==> config.mk <==
export PLATFORM = sky130hd
export DESIGN_NAME = adc_power_and_serial_setup
export DESIGN_NICKNAME = d
export VERILOG_FILES = /design/src/verilog/adc_pwr_pkg.sv /design/src/verilog/pin_sync.sv /design/src/verilog/adc_power_and_serial_setup.sv
export SDC_FILE = /design/constraint.sdc
export NUM_CORES = 1
export LEC_CHECK = 0
export ABC_AREA = 1
export BUFFER_PORTS_ARGS = -buffer_cell sky130_fd_sc_hd__buf_2
export CAP_MARGIN = 40
export CORE_MARGIN = 2
export CORE_UTILIZATION = 54
export CTS_CLUSTER_SIZE = 30
export DETAILED_ROUTE_END_ITERATION = 10
export PLACE_DENSITY = 0.83
export SLEW_MARGIN = 10
export SYNTH_ARGS = -nofsm -noshare
export SYNTH_HDL_FRONTEND = slang
export SYNTH_HIERARCHICAL = 1
export SYNTH_SLANG_ARGS = --single-unit
==> constraint.sdc <==
create_clock -name core_clk -period 1.8 [get_ports core_clk]
set_clock_uncertainty 0.1 [all_clocks]
set_input_delay 0.36 -clock core_clk [delete_from_list [all_inputs] [get_ports core_clk]]
set_output_delay 0.36 -clock core_clk [all_outputs]
set_load 0.03 [all_outputs]
==> src/verilog/adc_pwr_pkg.sv <==
// Shared constants for the converter power and serial setup logic.
// Assumes a 20 MHz core clock; the link pins are asynchronous to it.
`default_nettype none
package adc_pwr_pkg;
  // ---------------------------------------------------------------
  // Clock and times
  // ---------------------------------------------------------------
  localparam int CLK_NS = 50;
  localparam int CONV_NS = 2300;
  localparam int WAKE_NS = 1000;
  localparam int SUPPLY_UP_NS = 30000;
  // Conversion is a least time: round up
  localparam int CONV_CYC = (CONV_NS + CLK_NS - 1) / CLK_NS;
  // Ready times are longest times: round down
  localparam int WAKE_CYC = WAKE_NS / CLK_NS;
  localparam int SUPPLY_UP_CYC = SUPPLY_UP_NS / CLK_NS;
  // ---------------------------------------------------------------
  // Serial word layout
  // ---------------------------------------------------------------
  localparam int WORD_BITS = 16;
  localparam int RESULT_BITS = 10;
  localparam int CTRL_LSB = 6;
  localparam int EXT_REF_POS = 0;
  localparam int PD_LO_POS = 7;
  localparam int PD_HI_POS = 8;
  localparam logic [1:0] PD_RESET = 2'h0;
  localparam logic EXT_REF_RESET = 1'b0;
  // ---------------------------------------------------------------
  // Power modes and states
  // ---------------------------------------------------------------
  localparam logic [1:0] PD_FULL_DOWN = 2'h0;
  localparam logic [1:0] PD_AUTO_PARTIAL = 2'h1;
  localparam logic [1:0] PD_AUTO_FULL = 2'h2;
  localparam logic [1:0] PD_FULL_UP = 2'h3;
  typedef enum logic [1:0] {P_OFF, P_PARTIAL, P_WAKE, P_ON} pwr_state_e;
  localparam int SYNC_WIDTH = 5;
endpackage : adc_pwr_pkg
`default_nettype wire

==> src/verilog/pin_sync.sv <==
// Three-stage pin synchroniser with agreement filter.
// Assumes inputs are asynchronous levels; output changes only when the
// second and third stages agree.
`default_nettype none
module pin_sync #(
  parameter int WIDTH = 1
) (
  // Clock and reset
  input wire logic core_clk,
  input wire logic resetn,
  // Pins and filtered levels
  input wire logic [WIDTH-1:0] pin_in,
  output logic [WIDTH-1:0] level_out
);
  logic [WIDTH-1:0] meta_ff;
  logic [WIDTH-1:0] sync2_ff;
  logic [WIDTH-1:0] sync3_ff;
  logic [WIDTH-1:0] level_ff;
  wire [WIDTH-1:0] agree = ~(sync2_ff ^ sync3_ff);
  wire [WIDTH-1:0] nxt_level = (agree & sync3_ff) | (~agree & level_ff);

  always_ff @(posedge core_clk or negedge resetn) begin
    if (!resetn) begin
      meta_ff <= '0;
      sync2_ff <= '0;
      sync3_ff <= '0;
      level_ff <= '0;
    end else begin
      meta_ff <= pin_in;
      sync2_ff <= meta_ff;
      sync3_ff <= sync2_ff;
      level_ff <= nxt_level;
    end
  end

  assign level_out = level_ff;
endmodule : pin_sync
`default_nettype wire

==> src/verilog/adc_power_and_serial_setup.sv <==
// Power management, reference select and serial setup port of a 10-bit
// sampling converter. Assumes the SAR core presents its code on
// sar_code and that all serial pins are asynchronous to core_clk.
`default_nettype none
module adc_power_and_serial_setup (
  // Clock and reset
  input wire logic core_clk,
  input wire logic resetn,
  // Pins from the host
  input wire logic convert_start_n,
  input wire logic sclk,
  input wire logic rx_frame_sync,
  input wire logic tx_frame_sync,
  input wire logic din,
  // Serial data out, three-state
  output logic dout,
  output logic dout_oe,
  // Converter core
  input wire logic [9:0] sar_code,
  output logic sar_busy,
  // Configuration and status
  output logic ext_ref_select,
  output logic power_mode_hi,
  output logic power_mode_lo,
  output logic int_ref_amp_on,
  output logic ext_ref_routed,
  output logic core_powered,
  output logic ref_powered,
  output logic conv_ready
);
  // ---------------------------------------------------------------
  // Pin synchronisers
  // ---------------------------------------------------------------
  logic [adc_pwr_pkg::SYNC_WIDTH-1:0] pins_lvl;
  pin_sync #(.WIDTH(adc_pwr_pkg::SYNC_WIDTH)) u_sync (
    .core_clk(core_clk),
    .resetn(resetn),
    // Idle-high pins enter inverted: all-zero reset then means idle
    .pin_in({din, ~tx_frame_sync, rx_frame_sync, sclk, ~convert_start_n}),
    .level_out(pins_lvl)
  );
  logic [3:0] prev_ff;
  wire cs_lvl = ~pins_lvl[0];
  wire sclk_rise = pins_lvl[1] & ~prev_ff[1];
  wire sclk_fall = ~pins_lvl[1] & prev_ff[1];
  wire rfs_rise = pins_lvl[2] & ~prev_ff[2];
  wire tfs_fall = pins_lvl[3] & ~prev_ff[3];
  wire cs_rise = ~pins_lvl[0] & prev_ff[0];
  wire cs_fall = pins_lvl[0] & ~prev_ff[0];
  wire din_lvl = pins_lvl[4];

  // ---------------------------------------------------------------
  // Serial port
  // ---------------------------------------------------------------
  logic [4:0] rx_cnt_ff;
  logic [4:0] tx_cnt_ff;
  logic [15:0] rx_sr_ff;
  logic [15:0] tx_sr_ff;
  logic [15:0] out_sr_ff;
  logic dout_ff;
  logic dout_oe_ff;
  logic [1:0] pd_ff;
  logic ext_ref_ff;
  wire frame_start = rfs_rise | tfs_fall;
  // Counters span 8-bit halves, so two short transfers make one word
  wire rx_open = rx_cnt_ff < 5'(adc_pwr_pkg::WORD_BITS);
  wire tx_open = tx_cnt_ff < 5'(adc_pwr_pkg::WORD_BITS);
  wire xfer_busy = rx_open | tx_open;
  wire [15:0] rx_word = {rx_sr_ff[14:0], din_lvl};
  wire word_done = sclk_fall & rx_open
    & (rx_cnt_ff == 5'(adc_pwr_pkg::WORD_BITS - 1));
  wire [9:0] ctrl_word = rx_word[adc_pwr_pkg::CTRL_LSB +: 10];
  wire [1:0] wr_pd = {ctrl_word[adc_pwr_pkg::PD_HI_POS],
                      ctrl_word[adc_pwr_pkg::PD_LO_POS]};

  always_ff @(posedge core_clk or negedge resetn) begin
    if (!resetn) begin
      prev_ff <= 4'h0;
      rx_cnt_ff <= 5'h10;
      tx_cnt_ff <= 5'h10;
      rx_sr_ff <= 16'h0000;
      tx_sr_ff <= 16'h0000;
      dout_ff <= 1'b0;
      dout_oe_ff <= 1'b0;
    end else begin
      prev_ff <= pins_lvl[3:0];
      if (frame_start) begin
        rx_cnt_ff <= 5'h00;
        tx_cnt_ff <= 5'h00;
        tx_sr_ff <= out_sr_ff;
        dout_oe_ff <= 1'b0;
      end else begin
        if (sclk_fall && rx_open) begin
          rx_sr_ff <= rx_word;
          rx_cnt_ff <= rx_cnt_ff + 5'h01;
        end
        if (sclk_rise && tx_open) begin
          // Only the 10 result bits drive; the pad goes high-Z after
          dout_oe_ff <= tx_cnt_ff < 5'(adc_pwr_pkg::RESULT_BITS);
          dout_ff <= tx_sr_ff[15];
          tx_sr_ff <= {tx_sr_ff[14:0], 1'b0};
          tx_cnt_ff <= tx_cnt_ff + 5'h01;
        end
      end
    end
  end

  // Control bits hold until the next full word arrives
  always_ff @(posedge core_clk or negedge resetn) begin
    if (!resetn) begin
      pd_ff <= adc_pwr_pkg::PD_RESET;
      ext_ref_ff <= adc_pwr_pkg::EXT_REF_RESET;
    end else if (word_done) begin
      pd_ff <= wr_pd;
      ext_ref_ff <= ctrl_word[adc_pwr_pkg::EXT_REF_POS];
    end
  end

  // ---------------------------------------------------------------
  // Power state and conversion
  // ---------------------------------------------------------------
  adc_pwr_pkg::pwr_state_e pstate_ff;
  adc_pwr_pkg::pwr_state_e nxt_pstate;
  logic [9:0] wake_cnt_ff;
  logic [9:0] nxt_wake;
  logic [5:0] conv_cnt_ff;
  logic busy_ff;
  logic start_pend_ff;
  logic latch_pend_ff;
  logic ref_warm_ff;
  logic [9:0] result_ff;
  wire auto_mode = (pd_ff == adc_pwr_pkg::PD_AUTO_PARTIAL)
                 | (pd_ff == adc_pwr_pkg::PD_AUTO_FULL);
  wire conv_end = busy_ff
    & (conv_cnt_ff == 6'(adc_pwr_pkg::CONV_CYC - 1));
  wire wake_done = (pstate_ff == adc_pwr_pkg::P_WAKE)
                 & (wake_cnt_ff == 10'h000);
  // Bit arriving with mode 11 already counts, so setup wakes fast
  wire ext_ref_eff = word_done ? ctrl_word[adc_pwr_pkg::EXT_REF_POS]
                               : ext_ref_ff;
  wire fast_wake = ext_ref_eff | ref_warm_ff
                 | (pstate_ff == adc_pwr_pkg::P_PARTIAL);
  wire [9:0] wake_len = fast_wake ? 10'(adc_pwr_pkg::WAKE_CYC - 1)
                                  : 10'(adc_pwr_pkg::SUPPLY_UP_CYC - 1);
  wire is_down = (pstate_ff == adc_pwr_pkg::P_OFF)
               | (pstate_ff == adc_pwr_pkg::P_PARTIAL);
  wire start_now = (cs_fall | start_pend_ff) & ~busy_ff
    & ((pstate_ff == adc_pwr_pkg::P_ON) | wake_done);

  always_comb begin
    nxt_pstate = pstate_ff;
    nxt_wake = (wake_cnt_ff == 10'h000) ? 10'h000 : wake_cnt_ff - 10'h001;
    if (word_done && wr_pd == adc_pwr_pkg::PD_FULL_DOWN) begin
      nxt_pstate = adc_pwr_pkg::P_OFF;
    end else if (word_done && wr_pd == adc_pwr_pkg::PD_FULL_UP
                 && is_down) begin
      nxt_pstate = adc_pwr_pkg::P_WAKE;
      nxt_wake = wake_len;
    end else if (conv_end && auto_mode && !cs_lvl) begin
      nxt_pstate = (pd_ff == adc_pwr_pkg::PD_AUTO_PARTIAL)
        ? adc_pwr_pkg::P_PARTIAL
        : adc_pwr_pkg::P_OFF;
    end else if (cs_rise && auto_mode && is_down) begin
      nxt_pstate = adc_pwr_pkg::P_WAKE;
      nxt_wake = wake_len;
    end else if (wake_done) begin
      nxt_pstate = adc_pwr_pkg::P_ON;
    end
  end

  always_ff @(posedge core_clk or negedge resetn) begin
    if (!resetn) begin
      pstate_ff <= adc_pwr_pkg::P_OFF;
      wake_cnt_ff <= 10'h000;
      ref_warm_ff <= 1'b0;
    end else begin
      pstate_ff <= nxt_pstate;
      wake_cnt_ff <= nxt_wake;
      // Reference cap stays charged across short automatic power-downs
      if (word_done && wr_pd == adc_pwr_pkg::PD_FULL_DOWN) begin
        ref_warm_ff <= 1'b0;
      end else if (pstate_ff == adc_pwr_pkg::P_ON) begin
        ref_warm_ff <= 1'b1;
      end
    end
  end

  // Falling edge during wake is held so conversion never starts unpowered
  always_ff @(posedge core_clk or negedge resetn) begin
    if (!resetn) begin
      conv_cnt_ff <= 6'h00;
      busy_ff <= 1'b0;
      start_pend_ff <= 1'b0;
    end else begin
      if (start_now) begin
        busy_ff <= 1'b1;
        conv_cnt_ff <= 6'h00;
        start_pend_ff <= 1'b0;
      end else begin
        if (cs_fall && pstate_ff == adc_pwr_pkg::P_WAKE) begin
          start_pend_ff <= 1'b1;
        end
        if (conv_end) begin
          busy_ff <= 1'b0;
        end else if (busy_ff) begin
          conv_cnt_ff <= conv_cnt_ff + 6'h01;
        end
      end
    end
  end

  // Result waits while a read is still shifting out
  always_ff @(posedge core_clk or negedge resetn) begin
    if (!resetn) begin
      result_ff <= 10'h000;
      latch_pend_ff <= 1'b0;
      out_sr_ff <= 16'h0000;
    end else begin
      if (conv_end) begin
        result_ff <= sar_code;
        latch_pend_ff <= 1'b1;
      end else if (latch_pend_ff && !xfer_busy) begin
        out_sr_ff <= {result_ff, 6'h00};
        latch_pend_ff <= 1'b0;
      end
    end
  end

  // ---------------------------------------------------------------
  // Registered outputs
  // ---------------------------------------------------------------
  logic amp_on_ff;
  logic routed_ff;
  logic powered_ff;
  logic ref_on_ff;
  logic ready_ff;
  always_ff @(posedge core_clk or negedge resetn) begin
    if (!resetn) begin
      amp_on_ff <= 1'b0;
      routed_ff <= 1'b0;
      powered_ff <= 1'b0;
      ref_on_ff <= 1'b0;
      ready_ff <= 1'b0;
    end else begin
      ref_on_ff <= (nxt_pstate != adc_pwr_pkg::P_OFF);
      amp_on_ff <= (nxt_pstate != adc_pwr_pkg::P_OFF) & ~ext_ref_ff;
      routed_ff <= ext_ref_ff;
      powered_ff <= (nxt_pstate == adc_pwr_pkg::P_ON)
                  | (nxt_pstate == adc_pwr_pkg::P_WAKE);
      ready_ff <= (nxt_pstate == adc_pwr_pkg::P_ON);
    end
  end

  assign dout = dout_ff;
  assign dout_oe = dout_oe_ff;
  assign sar_busy = busy_ff;
  assign ext_ref_select = ext_ref_ff;
  assign power_mode_hi = pd_ff[1];
  assign power_mode_lo = pd_ff[0];
  assign int_ref_amp_on = amp_on_ff;
  assign ext_ref_routed = routed_ff;
  assign core_powered = powered_ff;
  assign ref_powered = ref_on_ff;
  assign conv_ready = ready_ff;

  // ---------------------------------------------------------------
  // Checks
  // ---------------------------------------------------------------
  property p_amp_off;
    @(posedge core_clk) disable iff (!resetn)
      ext_ref_ff |=> !amp_on_ff && routed_ff;
  endproperty
  a_amp_off: assert property (p_amp_off)
    else $error("amp on with external reference");
  property p_full_up_hold;
    @(posedge core_clk) disable iff (!resetn)
      (pstate_ff == adc_pwr_pkg::P_ON && pd_ff == adc_pwr_pkg::PD_FULL_UP
       && !word_done) |=> pstate_ff == adc_pwr_pkg::P_ON;
  endproperty
  a_full_up_hold: assert property (p_full_up_hold)
    else $error("left power-on in mode 11");
  property p_partial;
    @(posedge core_clk) disable iff (!resetn)
      (conv_end && pd_ff == adc_pwr_pkg::PD_AUTO_PARTIAL && !cs_lvl
       && !word_done) |=> pstate_ff == adc_pwr_pkg::P_PARTIAL;
  endproperty
  a_partial: assert property (p_partial)
    else $error("no partial power-down");
  property p_full_auto;
    @(posedge core_clk) disable iff (!resetn)
      (conv_end && pd_ff == adc_pwr_pkg::PD_AUTO_FULL && cs_lvl
       && !word_done) |=> pstate_ff != adc_pwr_pkg::P_OFF;
  endproperty
  a_full_auto: assert property (p_full_auto)
    else $error("powered down with convert-start high");
  property p_wake;
    @(posedge core_clk) disable iff (!resetn)
      (cs_rise && auto_mode && is_down && !word_done)
      |=> pstate_ff == adc_pwr_pkg::P_WAKE;
  endproperty
  a_wake: assert property (p_wake)
    else $error("rising edge did not wake");
  property p_fast_wake;
    @(posedge core_clk) disable iff (!resetn)
      ($rose(pstate_ff == adc_pwr_pkg::P_WAKE) && wake_cnt_ff < 10'h014)
      |-> ##[1:21] pstate_ff != adc_pwr_pkg::P_WAKE;
  endproperty
  a_fast_wake: assert property (p_fast_wake)
    else $error("fast wake exceeded 1 us");
  property p_conv_len;
    @(posedge core_clk) disable iff (!resetn)
      $rose(busy_ff) |-> busy_ff [*8] ##39 !busy_ff;
  endproperty
  a_conv_len: assert property (p_conv_len)
    else $error("conversion length wrong");
  property p_ctrl_hold;
    @(posedge core_clk) disable iff (!resetn)
      !word_done |=> $stable(pd_ff) && $stable(ext_ref_ff);
  endproperty
  a_ctrl_hold: assert property (p_ctrl_hold)
    else $error("control bits changed without a write");
  property p_no_conv_off;
    @(posedge core_clk) disable iff (!resetn)
      $rose(busy_ff) |-> $past(pstate_ff) != adc_pwr_pkg::P_OFF;
  endproperty
  a_no_conv_off: assert property (p_no_conv_off)
    else $error("conversion while powered off");
endmodule : adc_power_and_serial_setup
`default_nettype wire

Word-level counts from Yosys, hierarchy flattened
Index checks and enable logic that the tools add are counted.
{ "word_totals": {"output_inout_bits": 11, "n_memories": 0, "ram_bits": 0, "ff_bits": 116, "word_cells": 144, "rom_bits": 0, "latch_bits": 0} }
{ "op_classes": {"shift": 0, "n_eq_ne": 11, "bitwise": 40, "n_mul": 0, "addsub": 4, "div": 0, "n_reduce_logical": 27, "muxes": 32, "n_lt_le_gt_ge": 3} }
{ "op_table": {"columns": ["op", "count"], "rows": [
  ["2-to-1 mux 10 bit", 6],
  ["2-to-1 mux 16 bit", 2],
  ["2-to-1 mux 5 bit", 4],
  ["2-to-1 mux 6 bit", 3],
  ["nonzero test 2 bit", 8],
  ["bitwise AND 1 bit", 13],
  ["== test 2 bit, second input constant", 6],
  ["2-to-1 mux 1 bit", 12],
  ["inverter 1 bit", 12],
  ["logical AND 1 bit", 11],
  ["adder 5 x 1 -> 5 bit, second input constant", 2],
  ["bitwise AND 5 bit", 2],
  ["logical NOT 10 bit", 1],
  ["< comparator 5 bit, second input constant", 2],
  ["2-to-1 mux 2 bit", 5],
  ["inverter 5 bit", 2],
  ["subtractor 10 x 1 -> 10 bit, second input constant", 1],
  ["OR 1 bit", 9],
  ["AND reduction 2 bit", 4],
  ["adder 6 x 1 -> 6 bit, second input constant", 1],
  ["== test 6 bit, second input constant", 1],
  ["== test 5 x 4 -> 1 bit, second input constant", 1],
  ["< comparator 5 x 4 -> 1 bit, second input constant", 1],
  ["OR 5 bit", 1],
  ["other kinds (5)", 7]
]} }

Longest topological paths before layout
{ "logic_depth": {"word_depth": 12, "depth_mapped": 11, "ltp_nobuf": 11} }

Cells and area by module
Netlist, hierarchy kept.
{ "modules_own_cells": {"columns": ["mod", "area_per_inst_um2", "instances", "cells_each"], "rows": [
  ["adc_power_and_serial_setup", 3953.8, 1, 430],
  ["pin_sync", 581.8, 1, 40]
]} }

Least setup slack after synthesis
No wires, ideal clock.
{ "synth_timing": {"path_type": "register -> register", "startpoint": "reg rx_cnt_ff[0]", "endpoint": "reg amp_on_ff, in the netlist int_ref_amp_on", "t_required_ns": 1.624, "path_buffers": 0, "path_stages_with_launch": 11, "arrival_time_ns": 1.584, "setup_slack_ns": 0.040, "cell_sequence": "dfrtp_1 -> ha_1 -> and3_1 -> ha_1 -> inv_1 -> nor2_4 -> nand3_1 -> o21ai_0 -> nor2_1 -> nand2_2 -> a21oi_2"} }
{ "synth_between": {"elab_chain_cells": 9} }
{ "synth_lines": {"columns": ["element", "line_no", "source"], "rows": [
  ["start, declared", "adc_power_and_serial_setup.sv:55", "logic [4:0] rx_cnt_ff;"],
  ["start signal, assigned", "adc_power_and_serial_setup.sv:95", "rx_cnt_ff <= rx_cnt_ff + 5'h01;"],
  ["< comparator 5 bit", "adc_power_and_serial_setup.sv:66", "wire rx_open = rx_cnt_ff < 5'(adc_pwr_pkg::WORD_BITS);"],
  ["bitwise AND 1 bit", "adc_power_and_serial_setup.sv:70", "wire word_done = sclk_fall & rx_open"],
  ["bitwise AND 1 bit *", "adc_power_and_serial_setup.sv:71", "& (rx_cnt_ff == 5'(adc_pwr_pkg::WORD_BITS - 1));"],
  ["logical AND 1 bit", "adc_power_and_serial_setup.sv:155", "end else if (word_done && wr_pd == adc_pwr_pkg::PD_FULL_UP"],
  ["logical AND 1 bit", "adc_power_and_serial_setup.sv:156", "&& is_down) begin"],
  ["2-to-1 mux 2 bit", "adc_power_and_serial_setup.sv:155", null],
  ["2-to-1 mux 2 bit *", "adc_power_and_serial_setup.sv:153", "if (word_done && wr_pd == adc_pwr_pkg::PD_FULL_DOWN) begin"],
  ["nonzero test 2 bit *", "adc_power_and_serial_setup.sv:246", "amp_on_ff <= (nxt_pstate != adc_pwr_pkg::P_OFF) & ~ext_ref_ff;"],
  ["bitwise AND 1 bit *", "adc_power_and_serial_setup.sv:246", null],
  ["end signal, assigned", "adc_power_and_serial_setup.sv:246", null],
  ["end, declared", "adc_power_and_serial_setup.sv:232", "logic amp_on_ff;"]
]} }
Every way passes the cells marked *; elsewhere a longest branch is shown, timed or not.
A chain may end at the register's enable or synchronous reset.

Final worst setup path
{ "layout_timing": {"startpoint": "reg rx_cnt_ff[0]", "endpoint": "reg wake_cnt_ff[9]"} }
{ "layout_between": {"elab_chain_cells": 11} }
{ "layout_lines": {"columns": ["element", "line_no", "source"], "rows": [
  ["< comparator 5 bit", "adc_power_and_serial_setup.sv:66", null],
  ["bitwise AND 1 bit", "adc_power_and_serial_setup.sv:70", null],
  ["bitwise AND 1 bit *", "adc_power_and_serial_setup.sv:71", null],
  ["2-to-1 mux 1 bit", null, null],
  ["OR 1 bit", "adc_power_and_serial_setup.sv:141", "wire fast_wake = ext_ref_eff | ref_warm_ff"],
  ["OR 1 bit", "adc_power_and_serial_setup.sv:142", "| (pstate_ff == adc_pwr_pkg::P_PARTIAL);"],
  ["2-to-1 mux 10 bit", "adc_power_and_serial_setup.sv:143", "wire [9:0] wake_len = fast_wake ? 10'(adc_pwr_pkg::WAKE_CYC - 1)"],
  ["2-to-1 mux 10 bit", "adc_power_and_serial_setup.sv:163", "end else if (cs_rise && auto_mode && is_down) begin"],
  ["2-to-1 mux 10 bit", "adc_power_and_serial_setup.sv:159", "end else if (conv_end && auto_mode && !cs_lvl) begin"],
  ["2-to-1 mux 10 bit", "adc_power_and_serial_setup.sv:155", null],
  ["2-to-1 mux 10 bit *", "adc_power_and_serial_setup.sv:153", null],
  ["net nxt_wake[9]", "adc_power_and_serial_setup.sv:125", "logic [9:0] nxt_wake;"],
  ["end signal, assigned", "adc_power_and_serial_setup.sv:178", "wake_cnt_ff <= nxt_wake;"],
  ["end, declared", "adc_power_and_serial_setup.sv:124", "logic [9:0] wake_cnt_ff;"]
]} }
Mark *: on every way through the listed nets, which the timed path passes. The rest lies on a longest branch.

==> results by group <==
Clock network
  • Maximum level of the CTS H-tree: 3
  • CTS tree: done
  • Clock latency on the worst-skew pair: 0.37 ns
  • Clock Pin Slew Worst Setup and Hold Paths: 0.10 ns
  • Clock sink count: 110
  • Number of buffers inserted during clock tree synthesis: 9
  • Clk Tree Root Cell: sky130_fd_sc_hd__clkbuf_8
  • Maximum buffer depth of the clock tree: 2

Placement
  • Placer Congestion: 0.8686
  • Post-detail-place hpwl: 5.361 mm
  • Cell total after placement: 611
  • PortBufs: 27
  • DP Worst Slack: -0.02965 ns

Worst setup path
  • Cell repeated most along the worst path: sky130_fd_sc_hd__nand2_2
  • Data required time of the critical path: 1.99 ns
  • Largest stage delay, worst path: 0.37 ns
  • Buffer and inverter count on the worst path: 2
  • CP max-delay cell: sky130_fd_sc_hd__dfrtp_1
  • Endpoint class of the critical path: flip-flop
  • Type of the worst setup path: flip-flop to flip-flop
  • Category of the worst setup path launch point: flip-flop
  • Family with the most delay on the worst path: simple AND/OR/NAND/NOR gates
  • Critical path peak fanout: 6
  • Cell-by-cell trace of the critical path: ha_2 -> and3_4 -> ha_4 -> inv_2 -> nor2_4 -> nand4_1 -> nand2_1 -> nand2_2 -> inv_4 -> nand2_2 -> o21ai_0
  • Arr. time, crit path: 1.96 ns

Timing
  • Post-route worst hold slack: 0.01910 ns
  • Transition time of the tightest slew-check pin: 0.4566 ns
  • Maximum operating frequency: 565.3 MHz
  • Final cycle utilization of the critical path: 98.28%
  • Slew headroom: 69.53%
  • Setup repair after global routing missed its margin: true
  • Final worst-path setup slack: 0.03097 ns
  • Post-layout min period: 1.769 ns
  • Final setup violating endpoints: 0
  • Number of max-slew violations in the final report: 0
  • Fin. Hold Viols: 0

Route
  • Routed wire length per instance: 12.16 µm
  • Detailed-router iteration count before antenna repair: 4
  • Drt initial violations: 201
  • Detailed-route DRC error count: 0
  • Routed via count divided by cell count: 5.052
  • Total Wirelength: 7.685 mm
  • Number of nets still failing antenna checks after routing: 0
  • Detailed-route via count: 3193

Yosys
  • Share of the synthesized area in the top cell type: 59.59%
  • Number of enable-type register cells in the synthesized netlist: 0
  • Post-Synth Adder-Cell Area: 1.931%
  • Post-Synthesis Net Count: 494
  • Cell variety after synth: 38
  • Post-synthesis sequential element count: 110
  • Sequential-to-total area share from yosys stat: 60.74%
  • Average cell area after synthesis: 9.650 µm²
  • Largest family of logic cells by synthesized area: simple AND/OR/NAND/NOR gates
  • Post-Synth Simple-Gate Area: 19.48%
  • Proportion of register bits with asynchronous set or reset after synthesis: 100.0%
  • Yosys Warn Count: 6
  • Library cell occupying the most area in the post-synthesis netlist: sky130_fd_sc_hd__dfrtp_1
  • Synthesized-area fraction occupied by ao, oa, aoi and oai cells: 10.57%
  • Synthesized netlist cell count: 470
  • Xor and xnor fraction of the mapped netlist area: 1.159%
  • Mux cell area share after synthesis: 0%
  • Top post-synthesis cells by area: sky130_fd_sc_hd__dfrtp_1 60%, sky130_fd_sc_hd__nand2_1 9.5%, sky130_fd_sc_hd__o21ai_0 4.9%
  • Post-synthesis cell area: 0.004536 mm²
  • Most used flip-flop cell after synthesis: sky130_fd_sc_hd__dfrtp_1

Hold path
  • Type of the most critical hold path: input port to flip-flop

Floorplan
  • Die width: 95.65 µm
  • Effective utilization at floorplan: 55.48%
  • Area enclosed by the die boundary: 0.009148 mm²
  • Core region area: 0.008175 mm²
  • Top-level port count: 28
  • Floorplan row count: 33
  • Die Height: 95.65 µm

GRT
  • Total global routing overflow: 0
  • Pin count of the biggest net entering global routing: 43
  • Global-route met2 utilization: 31.12%
  • Global Route Usage Sum: 19.37%
  • Antenna violations before repair: 0
  • Via count of the first global-routing pass: 3153
  • Met1 usage in global routing: 25.51%
  • Wire length of the first global-routing pass: 13.66 mm
  • GR met3 Demand/Resource: 4.427%
  • Layer with the highest usage: met2

Final layout
  • Nets@finish: 546
  • Most common cell after layout, fill and taps aside: sky130_fd_sc_hd__nand2_1
  • Final Instance Count excl. Fillers: 632
  • Final antenna diode count: 0
  • Fraction of final layout cells sized beyond drive strength 1: 18.60%
  • Synth-to-layout area growth: 15.48%
  • Commonest cells after routing, fill and taps aside: 113 x sky130_fd_sc_hd__nand2_1, 108 x sky130_fd_sc_hd__dfrtp_1, 57 x sky130_fd_sc_hd__inv_1

Outcome
  • Outcome: finished, final reports clean

Job
  • Max Cap Violations: 0

Power and ir drop
  • Power density over the cells: 928.6 mW/mm²
  • Highest ir drop seen on vdd: 556.9 µV
  • Leak pwr: 2.621 nW
==> stage by stage <==
step / setup TNS (ns) / power (mW) / area, µm² / utilization [%]
final: 0 / 4.864 / 5238 / 64.06
after global routing: -0.3189 / 5.097 / 5238 / 64.06
after CTS: 0 / 4.904 / 5197 / 63.58
after detailed placement: -0.1396 / 3.259 / 4916 / 60.13
after global placement: 0 / 3.230 / 4916 / 60.13
after floorplan: 0 / 3.049 / 4536 / -
==> layer usage <==
metal	vias up	share of wire, %
li1	1609	-
met1	1517	47
met2	50	48
met3	17	3.3
met4	0	2.0
met5	-	0
==> power breakdown <==
part	switching, mW	internal (mW)
logic	0.297	0.185
clock network	0.844	0.803
registers	0.0956	2.64
==> cell families after synthesis <==
logic type	count (synthesis)
buf+inv	71
flops	110
fa+ha+maj	7
simple gates	197
compound gates	79
xor+xnor	6
==> cell usage after synthesis (3+ instances only) <==
library cell / count
sky130_fd_sc_hd__nand2_1: 115
sky130_fd_sc_hd__dfrtp_1: 108
sky130_fd_sc_hd__inv_1: 58
sky130_fd_sc_hd__o21ai_0: 44
sky130_fd_sc_hd__nor2_1: 30
sky130_fd_sc_hd__nand3_1: 23
sky130_fd_sc_hd__a21oi_1: 12
sky130_fd_sc_hd__ha_1: 7
sky130_fd_sc_hd__nand4_1: 6
sky130_fd_sc_hd__o211ai_1: 6
sky130_fd_sc_hd__o21ai_2: 6
sky130_fd_sc_hd__nand2_2: 5
sky130_fd_sc_hd__nor2_4: 5
sky130_fd_sc_hd__inv_2: 4
sky130_fd_sc_hd__xnor2_1: 4
sky130_fd_sc_hd__clkbuf_1: 3
sky130_fd_sc_hd__nor3_1: 3
==> layout make-up <==
cell class	instances	area, µm²
Tap cell	105	131.4
Multi-Input combinational cell	289	1541
Fill cell	644	2938
Clock buffer	9	123.9
Timing Repair Buffer	49	341.6
Inverter	63	239.0
Sequential cell	110	2755
Clock inverter	7	105.1
==> path summary, 6_finish.rpt <==
kind,to,cells past startpoint,slack (ns),startpoint
max,wake_cnt_ff[9],11,0.03,rx_cnt_ff[0]
min,u_sync/meta_ff[0],2,0.02,convert_start_n
max reg2reg,wake_cnt_ff[9],11,0.03,rx_cnt_ff[0]
min reg2reg,u_sync/sync2_ff[0],0,0.26,u_sync/meta_ff[0]
max in group asynchronous,tx_sr_ff[8],3,0.81,resetn
min in group asynchronous,out_sr_ff[15],2,0.26,resetn
==> registers in the layout (all words and copies together) (netlist names), 4 cells and up, named ones only <==
register         flops
rx_cnt_ff            5
wake_cnt_ff         10
conv_cnt_ff          6
tx_sr_ff            10
out_sr_ff           10
u_sync/sync2_ff      5
u_sync/meta_ff       5
prev_ff              4
tx_cnt_ff            5
u_sync/sync3_ff      5
rx_sr_ff            14
result_ff           10
==> timing repair <==
| action | CTS | global route |
|---|---|---|
| hold buffers | 4 | 0 |
| gates resized for setup | 4 | 11 |
| pin swaps | 1 | 4 |
| setup endpoints to repair | 8 | 16 |
| endpoints found under the hold margin | 87 | 0 |
| cloned | 0 | 0 |
| buffers inserted | 1 | 0 |
(Power assumes the default switching activity.)
